===== config.mk =====
export PLATFORM = sky130hd
export DESIGN_NAME = bus_sizing_master
export DESIGN_NICKNAME = d
export VERILOG_FILES = /design/src/verilog/bus_sizing_pkg.sv /design/src/verilog/bus_sizing_master.sv
export SDC_FILE = /design/constraint.sdc
export NUM_CORES = 1
export LEC_CHECK = 0
export BUFFER_PORTS_ARGS = -buffer_cell sky130_fd_sc_hd__clkbuf_2
export CORE_ASPECT_RATIO = 0.6
export CORE_MARGIN = 2
export CORE_UTILIZATION = 58
export DETAILED_ROUTE_END_ITERATION = 8
export GPL_TIMING_DRIVEN = 0
export PLACE_DENSITY = 0.82
export SYNTH_ARGS = -nofsm -noshare
export SYNTH_HDL_FRONTEND = slang
export SYNTH_SLANG_ARGS = --single-unit
export TNS_END_PERCENT = 10

===== constraint.sdc =====
create_clock -name clock -period 5.74 [get_ports clock]
set_clock_uncertainty 0.1 [all_clocks]
set_input_delay 0 -clock clock [delete_from_list [all_inputs] [get_ports clock]]
set_output_delay 0 -clock clock [all_outputs]
set_load 0.02 [all_outputs]

===== src/verilog/bus_sizing_pkg.sv =====
// Constants, types and register map of the sizing bus master.
// Assumes a single 25 MHz clock and an APB slave port.
package bus_sizing_pkg;

   // Clock and bus monitor timing
   localparam int unsigned CLK_PERIOD_NS = 40;
   localparam int unsigned MON_TIME_NS   = 10240;
   localparam int unsigned MON_CYCLES    = MON_TIME_NS / CLK_PERIOD_NS;
   localparam int unsigned MON_W         = 9;
   // Wait cycles before an internal end, so read data clears the synchroniser
   localparam int unsigned SYNC_CYC      = 2;

   // Register byte offsets
   localparam logic [7:0] OFF_CTRL   = 8'h00;
   localparam logic [7:0] OFF_ADDR   = 8'h04;
   localparam logic [7:0] OFF_WDATA  = 8'h08;
   localparam logic [7:0] OFF_RDATA  = 8'h0C;
   localparam logic [7:0] OFF_STATUS = 8'h10;
   localparam logic [7:0] OFF_CONFIG = 8'h14;
   localparam logic [7:0] OFF_PINS   = 8'h18;

   // Control fields
   localparam int unsigned CTRL_START = 0;
   localparam int unsigned CTRL_READ  = 1;
   localparam int unsigned CTRL_SIZE  = 2;
   localparam int unsigned CTRL_IACK  = 4;

   // Status fields
   localparam int unsigned STAT_BUSY  = 0;
   localparam int unsigned STAT_DONE  = 1;
   localparam int unsigned STAT_FAULT = 2;
   localparam int unsigned STAT_AUTO_VECTOR_TERM  = 3;
   localparam int unsigned STAT_RETRY = 4;
   localparam int unsigned STAT_W     = 5;

   // Configuration fields
   localparam int unsigned CFG_WIDE     = 0;
   localparam int unsigned CFG_INT_ACK  = 1;
   localparam int unsigned CFG_FAST     = 2;
   localparam int unsigned CFG_INT_AUTO_VECTOR_TERM = 3;
   localparam int unsigned CFG_PORT     = 4;
   localparam int unsigned CFG_W        = 6;
   localparam logic [CFG_W-1:0] CFG_RST = 6'h01;

   // Pin assignment field
   localparam int unsigned PIN_ADDR_HI = 7;

   // Size codes on the size outputs
   localparam logic [1:0] SIZE_LONG  = 2'h0;
   localparam logic [1:0] SIZE_BYTE  = 2'h1;
   localparam logic [1:0] SIZE_WORD  = 2'h2;
   localparam logic [1:0] SIZE_THREE = 2'h3;
   localparam logic [2:0] REM_LONG   = 3'h4;

   // Acknowledge pair codes {high, low}
   localparam logic [1:0] ACK_WAIT = 2'h3;
   localparam logic [1:0] ACK_8    = 2'h2;
   localparam logic [1:0] ACK_16   = 2'h1;
   localparam logic [1:0] ACK_32   = 2'h0;

   typedef enum logic [4:0]
   {
      CY_IDLE   = 5'h01,
      CY_SETUP  = 5'h02,
      CY_STROBE = 5'h04,
      CY_WAIT   = 5'h08,
      CY_END    = 5'h10
   } cyc_state_t;

   // Termination pins, pin levels (active low)
   typedef struct packed
   {
      logic ack_high;
      logic ack_low;
      logic fault;
      logic halt;
      logic auto_vector_term;
   } term_t;

endpackage


===== src/verilog/bus_sizing_master.sv =====
// Bus master cycle logic: strobes, byte-lane write enables, cycle
// termination and dynamic bus sizing with operand byte steering.
// Assumes APB software access on the same clock; bus pins asynchronous.
//
// The register offsets and the APB register port were chosen for this implementation.
`timescale 1ns/1ns
module bus_sizing_master
   import bus_sizing_pkg::*;
(
   // Clock and reset
   input  wire logic        clock,
   input  wire logic        resetn,
   // APB slave
   input  wire logic        psel,
   input  wire logic        penable,
   input  wire logic        pwrite,
   input  wire logic [7:0]  paddr,
   input  wire logic [31:0] pwdata,
   output logic      [31:0] prdata,
   output logic             pready,
   output logic             pslverr,
   // Bus outputs
   output logic      [31:0] address_out,
   output logic             size_code_1,
   output logic             size_code_0,
   output logic             read_write,
   output logic             address_valid_strobe_n,
   output logic             data_valid_strobe_n,
   output logic             read_output_enable_n,
   output logic             byte_lane_write_enable_0_n,
   output logic             byte_lane_write_enable_1_n,
   output logic             byte_lane_write_enable_2_n,
   output logic             byte_lane_write_enable_3_n,
   // Data bus, three signals
   input  wire logic [31:0] data_in,
   output logic      [31:0] data_out,
   output logic             data_oe_n,
   // Termination inputs
   input  wire logic        transfer_ack_high_n,
   input  wire logic        transfer_ack_low_n,
   input  wire logic        bus_fault_term_n,
   input  wire logic        halt_n,
   input  wire logic        auto_vector_term_n
);

   cyc_state_t        state_r, state_nxt;
   term_t             term_s1_r, term_s2_r;
   logic [31:0]       din_s1_r, din_s2_r;
   logic [31:0]       addr_r, wdata_r, rdata_r, rdata_nxt, dout_r;
   logic [CFG_W-1:0]  cfg_r;
   logic              pin_hi_r;
   logic [STAT_W-1:1] stat_r;
   logic [1:0]        opsize_r;
   logic              rd_r, iack_r, as_r, ds_r, again_r, retry_r;
   logic [2:0]        rem_r, moved_r;
   logic [MON_W-1:0]  mon_r;

   // APB decode
   wire acc      = psel && penable;
   wire wr_en    = acc && pwrite;
   wire hit_ctrl = paddr == OFF_CTRL;
   wire hit_addr = paddr == OFF_ADDR;
   wire hit_wdat = paddr == OFF_WDATA;
   wire hit_rdat = paddr == OFF_RDATA;
   wire hit_stat = paddr == OFF_STATUS;
   wire hit_cfg  = paddr == OFF_CONFIG;
   wire hit_pins = paddr == OFF_PINS;
   wire mapped   = hit_ctrl || hit_addr || hit_wdat || hit_rdat
                   || hit_stat || hit_cfg || hit_pins;
   wire idle     = state_r == CY_IDLE;
   // A start while busy is dropped; software polls the busy bit
   wire start    = wr_en && hit_ctrl && pwdata[CTRL_START] && idle;

   assign pready  = 1'b1;
   assign pslverr = acc && !mapped;

   always_comb
   begin
      prdata = 32'h0000_0000;
      if (hit_ctrl)
         prdata = {27'h0, iack_r, opsize_r, rd_r, 1'b0};
      else if (hit_addr)
         prdata = addr_r;
      else if (hit_wdat)
         prdata = wdata_r;
      else if (hit_rdat)
         prdata = rdata_r;
      else if (hit_stat)
         prdata = {27'h0, stat_r, !idle};
      else if (hit_cfg)
         prdata = {26'h0, cfg_r};
      else if (hit_pins)
         prdata = {24'h0, pin_hi_r, 7'h0};
   end

   // Two-flop synchronisers for every bus input
   always_ff @(posedge clock)
   begin
      term_s1_r <= '{transfer_ack_high_n, transfer_ack_low_n,
                     bus_fault_term_n, halt_n, auto_vector_term_n};
      term_s2_r <= term_s1_r;
      din_s1_r  <= data_in;
      din_s2_r  <= din_s1_r;
   end

   // Termination decode
   wire       wide     = cfg_r[CFG_WIDE];
   wire [1:0] int_port = cfg_r[CFG_PORT +: 2];
   wire       fast     = cfg_r[CFG_FAST];
   wire [1:0] ack_code = (cfg_r[CFG_INT_ACK] || fast) ? int_port
                         : {term_s2_r.ack_high, term_s2_r.ack_low};
   wire int_term = cfg_r[CFG_INT_ACK] || fast;
   // Internal ends wait out the data synchroniser latency
   wire sync_ok  = mon_r >= MON_W'(SYNC_CYC);
   wire ack_done = ack_code != ACK_WAIT
                   && (!int_term || sync_ok);
   wire mon_out  = mon_r == MON_W'(MON_CYCLES - 1);
   wire fault    = !term_s2_r.fault || mon_out;
   wire halt     = !term_s2_r.halt;
   wire auto_vector_term     = iack_r && (!term_s2_r.auto_vector_term
                   || cfg_r[CFG_INT_AUTO_VECTOR_TERM]);
   wire do_retry = fault && halt;
   wire ends     = fault || auto_vector_term || ack_done;

   // Bytes moved this cycle from port width and offset
   wire [2:0] cap = (ack_code == ACK_32) ? 3'h4 - {1'b0, addr_r[1:0]}
                  : (ack_code == ACK_16) ? 3'h2 - {2'h0, addr_r[0]}
                  : 3'h1;
   wire [2:0] moved = (cap < rem_r) ? cap : rem_r;
   wire [1:0] lane_base = (ack_code == ACK_32) ? addr_r[1:0]
                        : (ack_code == ACK_16) ? {1'b0, addr_r[0]}
                        : 2'h0;
   // First operand byte still owed
   wire [1:0] first = 2'(3'h4 - rem_r);

   // Read steering: moved bytes from their lanes into the operand
   always_comb
   begin
      logic [1:0] op_i;
      logic [1:0] ln_i;
      op_i = 2'h0;
      ln_i = 2'h0;
      rdata_nxt = rdata_r;
      for (int j = 0; j < 4; j++)
      begin
         op_i = 2'(first + 2'(j));
         ln_i = 2'(lane_base + 2'(j));
         if (3'(j) < moved)
            rdata_nxt[8*(3-op_i) +: 8] = din_s2_r[8*(3-ln_i) +: 8];
      end
   end

   // Write steering: each lane picks an operand byte
   logic [31:0] wmux;
   always_comb
   begin
      logic [1:0] off;
      logic [2:0] d;
      logic [2:0] idx;
      off  = addr_r[1:0];
      d    = 3'h0;
      idx  = 3'h0;
      wmux = 32'h0000_0000;
      for (int k = 0; k < 4; k++)
      begin
         if (2'(k) >= off)
            d = 3'(k) - {1'b0, off};
         else if (k == 1)
            d = {2'h0, !off[0]};
         else if (k == 2)
            d = 3'h1;
         else
            d = 3'h0;
         idx = {1'b0, first} + d;
         if (idx > 3'h3)
            idx = 3'h3;
         wmux[8*(3-k) +: 8] = wdata_r[8*(3-idx[1:0]) +: 8];
      end
   end

   // Cycle sequencer
   always_comb
   begin
      case (state_r)
         CY_IDLE:   state_nxt = start ? CY_SETUP : CY_IDLE;
         CY_SETUP:  state_nxt = CY_STROBE;
         CY_STROBE: state_nxt = CY_WAIT;
         CY_WAIT:   state_nxt = ends ? CY_END : CY_WAIT;
         CY_END:    state_nxt = again_r ? CY_SETUP : CY_IDLE;
         default:   state_nxt = CY_IDLE;
      endcase
   end

   wire term_now = state_r == CY_WAIT && ends;
   wire fin_ok   = term_now && !fault && !auto_vector_term && moved == rem_r;
   wire fin_bad  = term_now && !do_retry && (fault || auto_vector_term);
   wire done_set = term_now && !do_retry && (fin_ok || fin_bad);

   always_ff @(posedge clock)
   begin
      if (!resetn)
         state_r <= CY_IDLE;
      else
         state_r <= state_nxt;
   end

   // Strobes from flops; data strobe lags by one clock on writes
   always_ff @(posedge clock)
   begin
      if (!resetn)
      begin
         as_r <= 1'b0;
         ds_r <= 1'b0;
      end
      else
      begin
         as_r <= state_nxt == CY_STROBE || state_nxt == CY_WAIT;
         ds_r <= (state_nxt == CY_STROBE && rd_r)
                 || state_nxt == CY_WAIT;
      end
   end

   // Operand bookkeeping
   always_ff @(posedge clock)
   begin
      if (!resetn)
      begin
         rem_r   <= 3'h0;
         again_r <= 1'b0;
         retry_r <= 1'b0;
         moved_r <= 3'h0;
         mon_r   <= '0;
      end
      else if (start)
      begin
         rem_r <= (pwdata[CTRL_SIZE +: 2] == SIZE_LONG) ? REM_LONG
                  : {1'b0, pwdata[CTRL_SIZE +: 2]};
      end
      else if (term_now)
      begin
         retry_r <= do_retry;
         moved_r <= moved;
         again_r <= do_retry || !(fin_ok || fin_bad);
         if (!do_retry && !fault && !auto_vector_term)
            rem_r <= rem_r - moved;
      end
      mon_r <= (state_r == CY_WAIT && !ends) ? mon_r + 1'b1 : '0;
   end

   // Software registers and sticky status; set beats clear
   always_ff @(posedge clock)
   begin
      if (!resetn)
      begin
         addr_r   <= 32'h0000_0000;
         wdata_r  <= 32'h0000_0000;
         rdata_r  <= 32'h0000_0000;
         cfg_r    <= CFG_RST;
         pin_hi_r <= 1'b0;
         opsize_r <= SIZE_LONG;
         rd_r     <= 1'b0;
         iack_r   <= 1'b0;
         stat_r   <= '0;
      end
      else
      begin
         if (wr_en && hit_addr && idle)
            addr_r <= pwdata;
         if (wr_en && hit_wdat && idle)
            wdata_r <= pwdata;
         if (wr_en && hit_cfg && idle)
            cfg_r <= pwdata[CFG_W-1:0];
         if (wr_en && hit_pins && idle)
            pin_hi_r <= pwdata[PIN_ADDR_HI];
         if (start)
         begin
            opsize_r <= pwdata[CTRL_SIZE +: 2];
            rd_r     <= pwdata[CTRL_READ];
            iack_r   <= pwdata[CTRL_IACK];
         end
         if (term_now && !do_retry && !fault && !auto_vector_term)
         begin
            addr_r <= addr_r + {29'h0, moved};
            if (rd_r)
               rdata_r <= rdata_nxt;
         end
         stat_r <= (wr_en && hit_stat) ? stat_r & ~pwdata[STAT_W-1:1]
                                       : stat_r;
         if (done_set)
            stat_r[STAT_DONE] <= 1'b1;
         if (fin_bad && fault)
            stat_r[STAT_FAULT] <= 1'b1;
         if (fin_bad && !fault)
            stat_r[STAT_AUTO_VECTOR_TERM] <= 1'b1;
         if (term_now && do_retry)
            stat_r[STAT_RETRY] <= 1'b1;
      end
   end

   // Write data latched at cycle setup; all 32 lines driven
   always_ff @(posedge clock)
   begin
      if (!resetn)
         dout_r <= 32'h0000_0000;
      else if (state_r == CY_SETUP)
         dout_r <= wmux;
   end

   // Pins
   wire a0 = addr_r[0];
   wire a1 = addr_r[1];
   wire s0 = rem_r[0];
   wire s1 = rem_r[1];
   wire off_n = rd_r || !as_r;
   wire pin_hi = !wide && pin_hi_r;

   assign address_out = addr_r;
   assign size_code_1 = s1;
   assign size_code_0 = s0;
   assign read_write  = rd_r;
   assign address_valid_strobe_n = !as_r;
   assign data_valid_strobe_n    = !ds_r;
   assign read_output_enable_n   = !(as_r && rd_r);
   assign data_out  = dout_r;
   assign data_oe_n = rd_r || idle;

   // Lane enables from address, size, direction and address strobe; lanes 2 and 3 give addr_r[29] and addr_r[28] when pin_hi
   assign byte_lane_write_enable_0_n = wide
      ? (off_n || a0 || a1)
      : (off_n || a0);
   assign byte_lane_write_enable_1_n = wide
      ? (off_n || !((!a1 && !s0) || (a0 && !a1) || (!a1 && s1)))
      : (off_n || (!a0 && s0 && !s1));
   assign byte_lane_write_enable_2_n = pin_hi ? addr_r[29]
      : !wide || off_n || !((!a0 && a1) || (!a1 && !s0 && !s1));
   assign byte_lane_write_enable_3_n = pin_hi ? addr_r[28]
      : !wide || off_n || !((a0 && !s0 && !s1) || (!s0 && !s1)
                            || (a0 && !a1) || (!a1 && !s1));

   // Checks
   a_read_ds_with_as: assert property (@(posedge clock) disable iff (!resetn)
      ($fell(address_valid_strobe_n) && rd_r) |-> !data_valid_strobe_n)
      else $error("read data strobe not with address strobe");
   a_write_ds_lag: assert property (@(posedge clock) disable iff (!resetn)
      ($fell(address_valid_strobe_n) && !rd_r)
      |-> data_valid_strobe_n ##1 !data_valid_strobe_n)
      else $error("write data strobe not one clock late");
   a_oe_read_only: assert property (@(posedge clock) disable iff (!resetn)
      !read_output_enable_n |-> rd_r && !address_valid_strobe_n)
      else $error("output enable outside read strobe");
   a_we_with_as: assert property (@(posedge clock) disable iff (!resetn)
      (address_valid_strobe_n || rd_r) && wide |->
      byte_lane_write_enable_0_n && byte_lane_write_enable_1_n)
      else $error("write enable outside write strobe");
   a_we0_aligned: assert property (@(posedge clock) disable iff (!resetn)
      (wide && !byte_lane_write_enable_0_n) |-> address_out[1:0] == 2'h0)
      else $error("lane 0 enable on unaligned address");
   a_first_long: assert property (@(posedge clock) disable iff (!resetn)
      (start && pwdata[CTRL_SIZE +: 2] == SIZE_LONG) |->
      ##2 {size_code_1, size_code_0} == SIZE_LONG)
      else $error("long operand not attempted whole");
   a_retry_same: assert property (@(posedge clock) disable iff (!resetn)
      (term_now && do_retry) |=> $stable(address_out) && $stable(rem_r))
      else $error("retry moved the address");
   a_partial_advance: assert property (@(posedge clock) disable iff (!resetn)
      (state_r == CY_END && again_r && !retry_r) |->
      address_out == $past(address_out, 1) + {29'h0, moved_r}
      ##2 !address_valid_strobe_n)
      else $error("partial cycle not rerun");
   a_auto_vector_term_ignored: assert property (@(posedge clock) disable iff (!resetn)
      !iack_r |-> !stat_r[STAT_AUTO_VECTOR_TERM] || $stable(stat_r[STAT_AUTO_VECTOR_TERM]))
      else $error("autovector taken outside acknowledge");
   a_write_drive: assert property (@(posedge clock) disable iff (!resetn)
      (!rd_r && !address_valid_strobe_n) |-> !data_oe_n)
      else $error("write data not driven");

   c_read_done: cover property (@(posedge clock) done_set && rd_r);
   c_multi_cycle: cover property (@(posedge clock)
      term_now && moved != rem_r && !fault);
   c_retry: cover property (@(posedge clock) term_now && do_retry);
   c_fault: cover property (@(posedge clock) fin_bad && fault);

endmodule


==> reports/metrics.yaml <==
status: "finished, violations left"
failed_checks: "negative hold slack"
core_area_mm2: 0.02297
slew_viol_final: 0
grtUsageMet3_pct: 21.59
rsz0062_at_grt: "false"
clock-root-buffer: "clkbuf_16"
die_w_um: 200.8
clkSlewWorstSetupHoldPaths_ns: 0.07
yosys.area_share.simple_pct: 19.83
dieHeight_um: 122.1
rows: 43
nets: 2043
hold_viol: 1
synth_edf_count: 0
cts_made_buffers: 23
io_pins: 191
max_cap_viol_count: 0
path_class: "reg2reg"
via_count: 15551
wl_per_cell_um: 26.71
synthArstFlopShare_pct: 0
grt_pass1_wl_mm: 87.65
tritoncts: "done"
fin_crit_ns: 5.636
use_met2_pct: 65.23
stdcell_count: 2260
numPortBuffers: 188
tightestPinTransition_ns: 1.415
wl_mm: 60.37
worstPathArrival_ns: 6.00
final_common_cell: "nand2_1"
area_growth_pct: 22.91
yosysUniqueCellTypes: 88
startpoint_type: "flip-flop"
dpl.hpwl_mm: 43.60
num_antenna_cells: 0
power_density_mw_per_mm2: 220.3
avgViaCountPerCell: 6.881
grt_max_degree: 17
drtIter0Drc: 2742
synth_fa_ha_area_share_pct: 3.194
clockBufferDepth: 3
setup_viol: 0
ant_nets: 0
syn-cell-area_mm2: 0.01347
tns_ns: 0
finalCritPeriodShare_pct: 98.19
cp.required_ns: 6.10
fmax_mhz: 177.4
regArea_mm2: 0.004747
clk_latency_ns: 0.56
syn_nets: 1737
post-place-cells: 2126
grt-ovfl-total: 0
first_global_vias: 14348
critPathMaxFanout: 13
hold_ws_ns: -0.0005236
synth_compound_area_share_pct: 25.91
layout-drive-gt1-share_pct: 16.71
synth_top_family_by_area: "compound AO/OA/AOI/OAI gates"
drc: 0
yosys.area_share.xor_xnor_pct: 0.7150
ys_seq_area_share_pct: 35.21
cts.htree.levels: 1
fp.dieArea_mm2: 0.02451
grt_usage_pct: 47.65
gp_routability_congestion: 1.054
endpoint_kind: "flip-flop"
muxShareOfSynthArea_pct: 10.38
min_path_type: "in2reg"
avgSynthCellArea_um2: 8.302
dr.pass1.iters: 7
layout_common_cells: "237 x nand2_1, 235 x dfxtp_1, 190 x clkbuf_2, 140 x a21oi_1, 117 x nor2_1"
p_leak_nw: 6.676
yosys_warnings: 0
post_cts_buffers: 0
multi_input_area_mm2: 0.008104
ys_ff_latch: 237
numClockSinks: 237
synth_flop_cell: "dfxtp_1"
antenna_found_initial: 1
busiest_layer: "met1"
slew_headroom_pct: 4.964
initial_core_util_pct: 58.65
max-vdd-ir-drop_mv: 0.2030
grt_use_met1_pct: 66.04
nFillCells: 1806
postSynthCellCount: 1623
repair_timing:
item	4_1_cts	5_1_grt
gates cloned	0	0
hold buffers	94	0
gates resized for setup	1	2
endpoints found under the hold margin	119	0
pin swaps	0	0
endpoints found under the setup margin	2	13
cells in the mapped netlist, types with 5 or more instances:
cell type	number	area (µm²)
a211o_1	8	70.07
mux2i_1	95	950.9
a31oi_1	12	75.07
xor2_1	7	61.31
a41oi_1	7	61.31
o211ai_1	34	255.2
nor2_1	117	439.2
buf_6	5	56.30
nand4_1	12	75.07
a221oi_1	12	105.1
a221o_1	11	110.1
and3b_1	8	70.07
a21boi_0	42	315.3
o31ai_1	34	255.2
o22ai_1	8	50.05
and2_1	31	193.9
or4_1	8	60.06
inv_1	36	135.1
nor4_1	8	50.05
o311ai_1	8	70.07
nand2b_1	7	43.79
ha_1	28	350.3
o32ai_1	8	70.07
o21a_1	6	45.04
nor3_1	27	135.1
o21ai_0	89	445.4
mux2_2	19	214.0
nor2b_1	5	31.28
dfxtp_1	237	4745
or3_1	9	56.30
buf_1	8	30.03
clkbuf_1	78	292.8
o221ai_1	9	78.83
buf_2	16	80.08
and3_1	13	81.33
a21o_1	26	195.2
a21oi_1	140	700.7
nand3_1	23	115.1
nand2_1	237	889.6
o21ai_1	9	45.04
a211oi_1	28	210.2
a22oi_1	9	67.56
through the flow:
step	hold slack [ns]	setup slack (ns)	util, %	power (W)	area (µm²)
2_1_floorplan	-0.07228	0.9853	-	0.001822	13470
3_3_place_gp	0.002849	-0.03857	64.46	0.001926	14810
3_5_place_dp	0.003943	-0.1103	64.46	0.001931	14810
4_1_cts	0.0001196	0.001509	72.06	0.003589	16550
5_1_grt	0.007203	0.04490	72.09	0.003700	16560
6_report	-0.0005236	0.1037	72.09	0.003648	16560
layer usage:
| layer | share of wire (%) | vias up |
|---|---|---|
| li1 | - | 6549 |
| met1 | 39 | 7259 |
| met2 | 38 | 1492 |
| met3 | 19 | 251 |
| met4 | 3.8 | 0 |
| met5 | 0 | - |
report_power, final:
part | leakage, nW | internal, W | switching (W) | total, W
sequential | 1.94 | 0.00167 | 0.0000194 | 0.00169
clock | 0.385 | 0.000936 | 0.000744 | 0.00168
combinational | 4.35 | 0.000106 | 0.000171 | 0.000277
logic make-up after synthesis:
logic type	Yosys count
and+or+nand+nor	545
xor gates and xnor gates	11
muxes	125
adders and majority gates	32
other	1
buffers and inverters	151
DFF	237
AOI/OAI and AO/OA	521
critical path, cell delays in order, from the launching register on:
cell and delay [ns]:
dfxtp_2 0.43, inv_1 0.12, clkbuf_1 0.66, ha_1 0.39, o211a_1 0.24, ha_1 0.21
a211oi_2 0.39, o2bb2ai_1 0.19, o2111ai_2 0.24, buf_6 0.23, nand2_1 0.17, fa_1 0.25
a21oi_1 0.20, nor3b_2 0.35, nand2b_1 0.28, nor4_2 0.51, nand3_1 0.15, mux2_2 0.29
a21oi_1 0.14
path summary, 6_finish.rpt:
check / startpoint / endpoint / slack, ns / cells after the start
worst max-delay path: address_out[0] / address_out[26] / 0.10 / 18
worst min-delay path: data_in[25] / din_s1_r[25] / -0.0005 / 2
worst max register to register: address_out[0] / address_out[26] / 0.10 / 18
worst min register to register: din_s1_r[27] / din_s2_r[27] / 0.21 / 0
final cells by class:
cell class | count | share of cell area (%)
plain buffers | 111 | 2.947
multi-input cells | 1235 | 48.93
well taps | 315 | 2.380
flip-flops and latches | 237 | 28.66
inverters | 39 | 0.8839
repair buffers | 282 | 11.36
clock buffers | 24 | 3.558
clock inverters | 17 | 1.269
state kept, by name (all words and copies together) (netlist names), 4 cells and up:
register	flops
wdata_r	32
rdata_r	32
mon_r	9
cfg_r	6
din_s1_r	32
address_out	32
stat_r	4
state_r	5
term_s2_r	5
term_s1_r	5
din_s2_r	32
data_out	32
Power figures use the tool's default switching activity.
